===== src/design/ddg_pkg.sv =====
package ddg_pkg;

    // ****************************************************************
    // Bus and register geometry
    // ****************************************************************
    localparam int         DATA_W         = 32;
    localparam int         REG_W          = 8;
    localparam int         ADDR_MIN_W     = 10;
    localparam logic [1:0] HTRANS_NONSEQ  = 2'h2;
    localparam logic [1:0] HTRANS_IDLE    = 2'h0;
    localparam logic       HRESP_OKAY     = 1'h0;

    // Register indices; byte address is four times the index
    localparam logic [7:0] IDX_MAIN_DAMP  = 8'h6B;
    localparam logic [7:0] IDX_AUX_GAIN   = 8'h6C;
    localparam logic [7:0] IDX_MAIN_GAIN  = 8'h6D;
    localparam logic [9:0] ADDR_MAIN_DAMP = {IDX_MAIN_DAMP, 2'h0};
    localparam logic [9:0] ADDR_AUX_GAIN  = {IDX_AUX_GAIN, 2'h0};
    localparam logic [9:0] ADDR_MAIN_GAIN = {IDX_MAIN_GAIN, 2'h0};

    // ****************************************************************
    // Reset values, writable bits and field positions
    // ****************************************************************
    localparam logic [7:0] RST_MAIN_DAMP  = 8'h13;
    localparam logic [7:0] RST_AUX_GAIN   = 8'hC2;
    localparam logic [7:0] RST_MAIN_GAIN  = 8'hC2;
    localparam logic [7:0] WMASK_DAMP     = 8'h77;
    localparam logic [7:0] WMASK_GAIN     = 8'hF7;
    localparam int         CODE_LSB       = 0;
    localparam int         CODE_MSB       = 2;
    localparam int         LOWG_LSB       = 4;
    localparam int         LOWG_MSB       = 6;
    localparam int         GEN_BIT        = 7;
    localparam int         ANAG_LSB       = 4;
    localparam int         ANAG_MSB       = 6;
    localparam int         DIGG_LSB       = 0;
    localparam int         DIGG_MSB       = 2;

    // ****************************************************************
    // Damping codes, loop bandwidth classes, factors in tenths
    // ****************************************************************
    localparam logic [2:0] DCODE_A        = 3'h1;
    localparam logic [2:0] DCODE_B        = 3'h2;
    localparam logic [2:0] DCODE_C        = 3'h3;
    localparam logic [2:0] DCODE_D        = 3'h4;
    localparam logic [2:0] DCODE_E        = 3'h5;
    localparam logic [1:0] BW_LE4         = 2'h0;
    localparam logic [1:0] BW_8           = 2'h1;
    localparam logic [1:0] BW_35          = 2'h2;
    localparam logic [1:0] BW_70          = 2'h3;
    localparam logic [7:0] FACT_1P2       = 8'h0C;
    localparam logic [7:0] FACT_2P5       = 8'h19;
    localparam logic [7:0] FACT_5         = 8'h32;
    localparam logic [7:0] FACT_10        = 8'h64;
    localparam logic [7:0] FACT_20        = 8'hC8;

endpackage


===== src/design/ddg_damp_lut.sv =====
`timescale 1ns/1ps
module ddg_damp_lut
    import ddg_pkg::*;
(
    input  wire logic [2:0] code,
    input  wire logic [1:0] bw_class,
    output logic      [7:0] factor_x10,
    output logic            code_valid
);

    // ****************************************************************
    // Damping factor selection
    // ****************************************************************
    // Undefined codes fall back to the reset factor so the loop stays sane
    always_comb begin
        code_valid = (code >= DCODE_A) && (code <= DCODE_E); // [RULE7]
        factor_x10 = FACT_5; // [RULE3]
        case (bw_class)
            BW_LE4: begin
                factor_x10 = FACT_5; // [RULE4]
            end
            BW_8: begin
                if (code == DCODE_A) begin
                    factor_x10 = FACT_2P5;
                end
            end
            BW_35, BW_70: begin
                case (code)
                    DCODE_A: factor_x10 = FACT_1P2; // [RULE5]
                    DCODE_B: factor_x10 = FACT_2P5; // [RULE5]
                    DCODE_C: factor_x10 = FACT_5; // [RULE5]
                    DCODE_D: factor_x10 = FACT_10; // [RULE5]
                    DCODE_E: factor_x10 = (bw_class == BW_70) ? FACT_20 : FACT_10; // [RULE5]
                    default: factor_x10 = FACT_5;
                endcase
            end
            default: begin
                factor_x10 = FACT_5;
            end
        endcase
    end

endmodule


===== src/design/ddg_dpll_damping_gain_config.sv =====
// Behaviour
// [RULE1] Main damping register is read/write and also carries a low-reference detector gain.
// [RULE2] Bits 6:4 give low-reference analog gain, applied only when main gain bit 7 set.
// [RULE3] Three-bit damping code picks a bandwidth-dependent factor; code 011 (factor 5) at reset.
// [RULE4] At 4 Hz bandwidth or lower every valid code gives damping factor 5.
// [RULE5] At 70 Hz codes 001 to 101 give factors 1.2, 2.5, 5, 10, 20.
// [RULE6] Aux gain register read/write, reset C2: bit 7 enable, 6:4 analog, 2:0 digital.
// [RULE7] Software avoids codes 000, 110, 111 and unused bits 7 and 3.
`timescale 1ns/1ps
module ddg_dpll_damping_gain_config
    import ddg_pkg::*;
#(
    parameter int ADDR_W = 10
)(
    input  wire logic              hclk,
    input  wire logic              hresetn,
    input  wire logic              hsel,
    input  wire logic [ADDR_W-1:0] haddr,
    input  wire logic [1:0]        htrans,
    input  wire logic              hwrite,
    input  wire logic [2:0]        hsize,
    input  wire logic [DATA_W-1:0] hwdata,
    input  wire logic              hready,
    output logic                   hreadyout,
    output logic                   hresp,
    output logic      [DATA_W-1:0] hrdata,
    input  wire logic [1:0]        main_loop_bw_class,
    output logic      [2:0]        main_loop_damping_code,
    output logic      [7:0]        main_damping_factor_x10,
    output logic                   main_damping_code_valid,
    output logic      [2:0]        main_low_ref_analog_gain,
    output logic                   main_pd2_auto_gain_en,
    output logic      [2:0]        main_analog_fb_gain,
    output logic      [2:0]        main_digital_fb_gain,
    output logic                   aux_auto_gain_select_en,
    output logic      [2:0]        aux_analog_fb_gain,
    output logic      [2:0]        aux_digital_fb_gain
);

    // ****************************************************************
    // Elaboration checks
    // ****************************************************************
    if (ADDR_W < ADDR_MIN_W) begin : g_addr_check
        $error("ADDR_W too small for the register map");
    end

    // ****************************************************************
    // Address decode
    // ****************************************************************
    function automatic logic hit(input logic [ADDR_W-1:0] addr, input logic [9:0] target);
        hit = (addr == ADDR_W'(target));
    endfunction

    logic                  ap_take;
    logic                  wr_pend_ff;
    logic                  nxt_wr_pend;
    logic [ADDR_W-1:0]     wr_addr_ff;
    logic [ADDR_W-1:0]     nxt_wr_addr;
    logic [REG_W-1:0]      damp_reg_ff;
    logic [REG_W-1:0]      nxt_damp_reg;
    logic [REG_W-1:0]      aux_reg_ff;
    logic [REG_W-1:0]      nxt_aux_reg;
    logic [REG_W-1:0]      mgain_reg_ff;
    logic [REG_W-1:0]      nxt_mgain_reg;
    logic [DATA_W-1:0]     hrdata_ff;
    logic [DATA_W-1:0]     nxt_hrdata;
    logic                  hreadyout_ff;
    logic                  hresp_ff;

    // Only the transfer type decides; sizes below a word still land in lane 0
    assign ap_take = hsel && hready && htrans[1];

    // ****************************************************************
    // Register file
    // ****************************************************************
    always_comb begin
        nxt_wr_pend   = ap_take && hwrite;
        nxt_wr_addr   = ap_take ? haddr : wr_addr_ff;
        nxt_damp_reg  = damp_reg_ff;
        nxt_aux_reg   = aux_reg_ff;
        nxt_mgain_reg = mgain_reg_ff;
        if (wr_pend_ff) begin
            if (hit(wr_addr_ff, ADDR_MAIN_DAMP)) begin
                nxt_damp_reg = hwdata[REG_W-1:0] & WMASK_DAMP; // [RULE1] [RULE7]
            end
            if (hit(wr_addr_ff, ADDR_AUX_GAIN)) begin
                nxt_aux_reg = hwdata[REG_W-1:0] & WMASK_GAIN; // [RULE6]
            end
            if (hit(wr_addr_ff, ADDR_MAIN_GAIN)) begin
                nxt_mgain_reg = hwdata[REG_W-1:0] & WMASK_GAIN;
            end
        end
    end

    always_ff @(posedge hclk or negedge hresetn) begin
        if (!hresetn) begin
            wr_pend_ff   <= 1'h0;
            wr_addr_ff   <= '0;
            damp_reg_ff  <= RST_MAIN_DAMP; // [RULE3]
            aux_reg_ff   <= RST_AUX_GAIN; // [RULE6]
            mgain_reg_ff <= RST_MAIN_GAIN;
        end else begin
            wr_pend_ff   <= nxt_wr_pend;
            wr_addr_ff   <= nxt_wr_addr;
            damp_reg_ff  <= nxt_damp_reg;
            aux_reg_ff   <= nxt_aux_reg;
            mgain_reg_ff <= nxt_mgain_reg;
        end
    end

    // ****************************************************************
    // Read path
    // ****************************************************************
    // Reads see the next register values, so a read right behind a write
    // returns the freshly written data without a wait state
    always_comb begin
        nxt_hrdata = '0;
        if (ap_take && !hwrite) begin
            if (hit(haddr, ADDR_MAIN_DAMP)) begin
                nxt_hrdata = DATA_W'(nxt_damp_reg); // [RULE1]
            end else if (hit(haddr, ADDR_AUX_GAIN)) begin
                nxt_hrdata = DATA_W'(nxt_aux_reg); // [RULE6]
            end else if (hit(haddr, ADDR_MAIN_GAIN)) begin
                nxt_hrdata = DATA_W'(nxt_mgain_reg);
            end
        end
    end

    always_ff @(posedge hclk or negedge hresetn) begin
        if (!hresetn) begin
            hrdata_ff    <= '0;
            hreadyout_ff <= 1'h1;
            hresp_ff     <= HRESP_OKAY;
        end else begin
            hrdata_ff    <= nxt_hrdata;
            hreadyout_ff <= 1'h1;
            // Never varies, but kept in a flop so no output is driven by logic
            hresp_ff     <= HRESP_OKAY;
        end
    end

    assign hrdata    = hrdata_ff;
    assign hreadyout = hreadyout_ff;
    assign hresp     = hresp_ff;

    // ****************************************************************
    // Loop filter and detector configuration
    // ****************************************************************
    logic [7:0] lut_factor;
    logic       lut_valid;
    logic [7:0] fact_ff;
    logic [7:0] nxt_fact;
    logic       cvalid_ff;
    logic       nxt_cvalid;
    logic [2:0] lowg_ff;
    logic [2:0] nxt_lowg;

    ddg_damp_lut u_damp_lut (
        .code       (damp_reg_ff[CODE_MSB:CODE_LSB]),
        .bw_class   (main_loop_bw_class),
        .factor_x10 (lut_factor),
        .code_valid (lut_valid)
    );

    // Gain is forced to zero when auto selection is off, so the datapath
    // never picks up a stale low-reference setting
    always_comb begin
        nxt_fact   = lut_factor; // [RULE3] [RULE4] [RULE5]
        nxt_cvalid = lut_valid; // [RULE7]
        nxt_lowg   = mgain_reg_ff[GEN_BIT] ? damp_reg_ff[LOWG_MSB:LOWG_LSB] : 3'h0; // [RULE2]
    end

    always_ff @(posedge hclk or negedge hresetn) begin
        if (!hresetn) begin
            fact_ff   <= FACT_5;
            cvalid_ff <= 1'h1;
            lowg_ff   <= 3'h0;
        end else begin
            fact_ff   <= nxt_fact;
            cvalid_ff <= nxt_cvalid;
            lowg_ff   <= nxt_lowg;
        end
    end

    assign main_loop_damping_code   = damp_reg_ff[CODE_MSB:CODE_LSB];
    assign main_damping_factor_x10  = fact_ff;
    assign main_damping_code_valid  = cvalid_ff;
    assign main_low_ref_analog_gain = lowg_ff;
    assign main_pd2_auto_gain_en    = mgain_reg_ff[GEN_BIT];
    assign main_analog_fb_gain      = mgain_reg_ff[ANAG_MSB:ANAG_LSB];
    assign main_digital_fb_gain     = mgain_reg_ff[DIGG_MSB:DIGG_LSB];
    assign aux_auto_gain_select_en  = aux_reg_ff[GEN_BIT]; // [RULE6]
    assign aux_analog_fb_gain       = aux_reg_ff[ANAG_MSB:ANAG_LSB]; // [RULE6]
    assign aux_digital_fb_gain      = aux_reg_ff[DIGG_MSB:DIGG_LSB]; // [RULE6]
endmodule


===== config.mk =====
export PLATFORM = sky130hd
export DESIGN_NAME = ddg_dpll_damping_gain_config
export DESIGN_NICKNAME = d
export VERILOG_FILES = /design/src/design/ddg_pkg.sv /design/src/design/ddg_damp_lut.sv /design/src/design/ddg_dpll_damping_gain_config.sv
export SDC_FILE = /design/constraint.sdc
export NUM_CORES = 1
export LEC_CHECK = 0
export ABC_AREA = 1
export BUFFER_PORTS_ARGS = -buffer_cell sky130_fd_sc_hd__buf_2
export CORE_ASPECT_RATIO = 1.75
export CORE_MARGIN = 2
export CORE_UTILIZATION = 48
export CTS_CLUSTER_DIAMETER = 120
export CTS_CLUSTER_SIZE = 12
export DETAILED_ROUTE_END_ITERATION = 10
export GPL_TIMING_DRIVEN = 0
export PLACE_DENSITY = 0.79
export SLEW_MARGIN = 20
export SYNTH_ARGS = -nofsm -noshare
export SYNTH_HDL_FRONTEND = slang
export SYNTH_SLANG_ARGS = --single-unit
export TNS_END_PERCENT = 20

===== constraint.sdc =====
create_clock -name hclk -period 3.2 [get_ports hclk]
set_input_delay 0.96 -clock hclk [delete_from_list [all_inputs] [get_ports hclk]]
set_output_delay 0.96 -clock hclk [all_outputs]
set_load 0.03 [all_outputs]

==> run_results.csv <==
group,metric,value,unit
cells_and_area,n_fill_cell,541,
yosys,ys_ff_latch,55,
floorplan,die_area,6696,sq um
yosys,synth_area,2897,sq um
yosys,synth_top_family_by_area,"simple AND/OR/NAND/NOR gates",
worst_setup_path,cp_max_fo,5,
placed_design,portBuffers,61,
cts,cts_tree,"built",
global_routing,antenna_found_initial,0,
cts,clk_latency,0.33,ns
pwr,p_per_area,375.1,nW/um^2
timing,finalHoldViolations,0,
global_routing,grt_max_degree,56,
timing,clock_skew,0.01083,ns
yosys,synth_xor_area_share,0,%
timing,final.setup.tns,0,ns
cells_and_area,diodes,0,
cts,cts_buffers,5,
placed_design,dp_hpwl,4.586,mm
timing,tightest_slew,0.6675,ns
yosys,synthMuxAreaShare,0.3888,%
routing,drtIter0Drc,164,
worst_setup_path,cp-start-kind,"flip-flop",
timing,fin_crit_sh,67.36,%
cts,cts_hold_buf,0,
yosys,syn_area_per_cell,8.276,sq um
timing,min_period,2.156,ns
pwr,p_leak,2.128,nW
run,cap_violations,0,
pwr,p_total,1.309,mW
yosys,synth-seq-area-share,48.08,%
cells_and_area,fin_nets,496,
cts,cts_resized,0,
routing,routed_wl,5.911,mm
yosys,ys_types,27,
floorplan,die_h,106.8,um
global_routing,track_usage,18.47,%
cts,clockBufferDepth,2,
cells_and_area,drive_gt1_share,31.15,%
worst_setup_path,required,2.24,ns
yosys,synth-adder-area-share,0,%
yosys,synthSimpleGateAreaFrac,27.34,%
cts,clockRootBuffer,"clkbuf_8",
yosys,synth_top_cell_area_share,36.29,%
cells_and_area,area_delta_synth_final,20.43,%
global_routing,grt_pass1_wl,9.515,mm
timing,max-slew-margin-rel,55.50,%
global_routing,grt_overflow,0,
worst_setup_path,timing_worst_setup_path_type,"flip-flop to primary output",
timing,worst_slack,1.044,ns
outcome,outcome,"finished, final reports clean",
routing,viasPerCell,4.582,
routing,ant_nets,0,
floorplan,initial_utilization,49.27,%
timing,rsz0062_at_grt,"false",
worst_setup_path,cp-end-kind,"primary output",
pwr,ir_drop,0.2048,mV
timing,slew_violations,0,
yosys,synth_cells,350,
min_path,min_path_type,"flip-flop to flip-flop",
cells_and_area,fin_util,59.33,%
yosys,synthTopCellsByArea,"dfrtp_1 (36%), dfstp_2 (12%), buf_4 (11%)",
routing,firstDrtPassIters,5,
worst_setup_path,arrival,1.20,ns
yosys,synth_warnings,0,
floorplan,rows,37,
cts,htreeDepth,2,
floorplan,core_region_area,5879,sq um
cts,path_clk_slew,0.11,ns
routing,drc,0,
placed_design,place_congestion,0.8198,
global_routing,grt_pass1_vias,2177,
yosys,synth_compound_area_share,4.233,%
timing,finalSetupViolCount,0,
cts,post_cts_buffers,0,
routing,via_count,2387,
timing,max_freq,463.9,MHz
placed_design,place_inst,513,
cells_and_area,final_cells,521,
placed_design,dp_slack,0.8899,ns
yosys,synth.largest_area_cell,"dfrtp_1",
routing,wire_per_inst,11.35,um
floorplan,die_width,62.72,um
cts,cts.sinks,55,
floorplan,ios,117,
-- critical path, cell delays in order, from the launching register on --
cell and delay, ns:
dfstp_2 0.58, buf_4 0.11, buf_2 0.18
-- state kept, by name, indices dropped and copies added, names as in the netlist --
signal and cells:
main_low_ref_analog_gain 3, main_damping_factor_x10 8, main_damping_code_valid 1, damp_reg_ff 8, aux_reg_ff 8, mgain_reg_ff 8, wr_addr_ff 10, wr_pend_ff 1
hrdata 8
-- path summary, 6_finish.rpt --
path | slack [ns] | from | depth (start not counted) | endpoint
setup / recovery | 1.04 | damp_reg_ff[1]$_DFF_PN1_ | 2 | main_loop_damping_code[1]
hold / removal | 0.48 | damp_reg_ff[3]$_DFF_PN0_ | 2 | damp_reg_ff[3]$_DFF_PN0_
setup reg to reg | 1.61 | wr_addr_ff[6]$_DFFE_PN0P_ | 9 | hrdata[5]$_DFF_PN0_
hold reg to reg | 0.48 | damp_reg_ff[3]$_DFF_PN0_ | 2 | damp_reg_ff[3]$_DFF_PN0_
max in group asynchronous | 2.10 | hresetn | 1 | wr_addr_ff[7]$_DFFE_PN0P_
min in group asynchronous | 0.66 | hresetn | 1 | aux_reg_ff[5]$_DFF_PN0_
-- metrics by stage --
stage	instance area, sq um	hold slack, ns
final	3488	0.4756
after global routing	3488	0.5044
after CTS	3488	0.4729
after detailed placement	3392	0.4479
after global placement	3390	0.4434
after floorplan	2987	0.4308
-- cells by family (layout without fill, tap and decap cells) --
group           after synthesis  in the layout
simple gates                160            160
buf+inv                     109            178
compound gates               23             23
flops                        55             55
other cells                   2             26
mux                           1              1
-- where the power goes --
group / total [mW] / switching, mW / leakage (nW) / internal [mW]
clock network: 0.412 / 0.249 / 0.0467 / 0.163
logic: 0.165 / 0.110 / 1.38 / 0.0545
registers: 0.732 / 0.0146 / 0.701 / 0.717
total: 1.31 / 0.374 / 2.13 / 0.934
-- metal layers --
| layer | wire [um] | vias up | track usage, % |
|---|---|---|---|
| met5 | 0 | - | 0 |
| met4 | 177 | 0 | 9.365 |
| met3 | 388 | 11 | 3.148 |
| met2 | 3239 | 98 | 35.48 |
| met1 | 2106 | 1085 | 18.76 |
| li1 | - | 1193 | - |
-- cells in the final DEF, fill, tap and decap left out, types with 2 or more instances in the layout --
cell type	netlist	final
a21oi_1	12	12
nand3_1	43	43
dfrtp_1	42	42
clkbuf_1	2	2
inv_1	64	64
buf_4	41	42
nor2_1	20	20
nand4_1	9	9
dfstp_2	13	13
clkbuf_8	0	5
buf_2	0	60
nor2_4	5	5
nand2_1	61	61
nor2_2	2	2
o21ai_0	8	8
and2_1	14	14
conb_1	2	26
-- Yosys cell counts --
| cell | instances |
|---|---|
| inv_1 | 64 |
| nand2_1 | 61 |
| nand3_1 | 43 |
| dfrtp_1 | 42 |
| buf_4 | 41 |
| nor2_1 | 20 |
| and2_1 | 14 |
| dfstp_2 | 13 |
| a21oi_1 | 12 |
| nand4_1 | 9 |
| o21ai_0 | 8 |
| nor2_4 | 5 |
| clkbuf_1 | 2 |
| conb_1 | 2 |
| nor2_2 | 2 |
| a211oi_1 | 1 |
| a21boi_0 | 1 |
| buf_6 | 1 |
| inv_2 | 1 |
| mux2_2 | 1 |
| nand2_2 | 1 |
| nand2_4 | 1 |
| nand3_2 | 1 |
| nand3b_2 | 1 |
| nor3_1 | 1 |
| nor3_4 | 1 |
| o211ai_1 | 1 |
-- final cells by class --
cell class	instances	area (sq um)	area share [%]
clock buffer	5	68.82	1.973
clock inverter	3	27.53	0.7891
timing repair buffer	61	307.8	8.824
tap	78	97.59	2.798
buffer	44	326.6	9.362
inverter	65	244.0	6.994
multi-input combinational	210	1023	29.34
sequential	55	1393	39.92
Note: power is estimated with default switching activity, not from simulation.
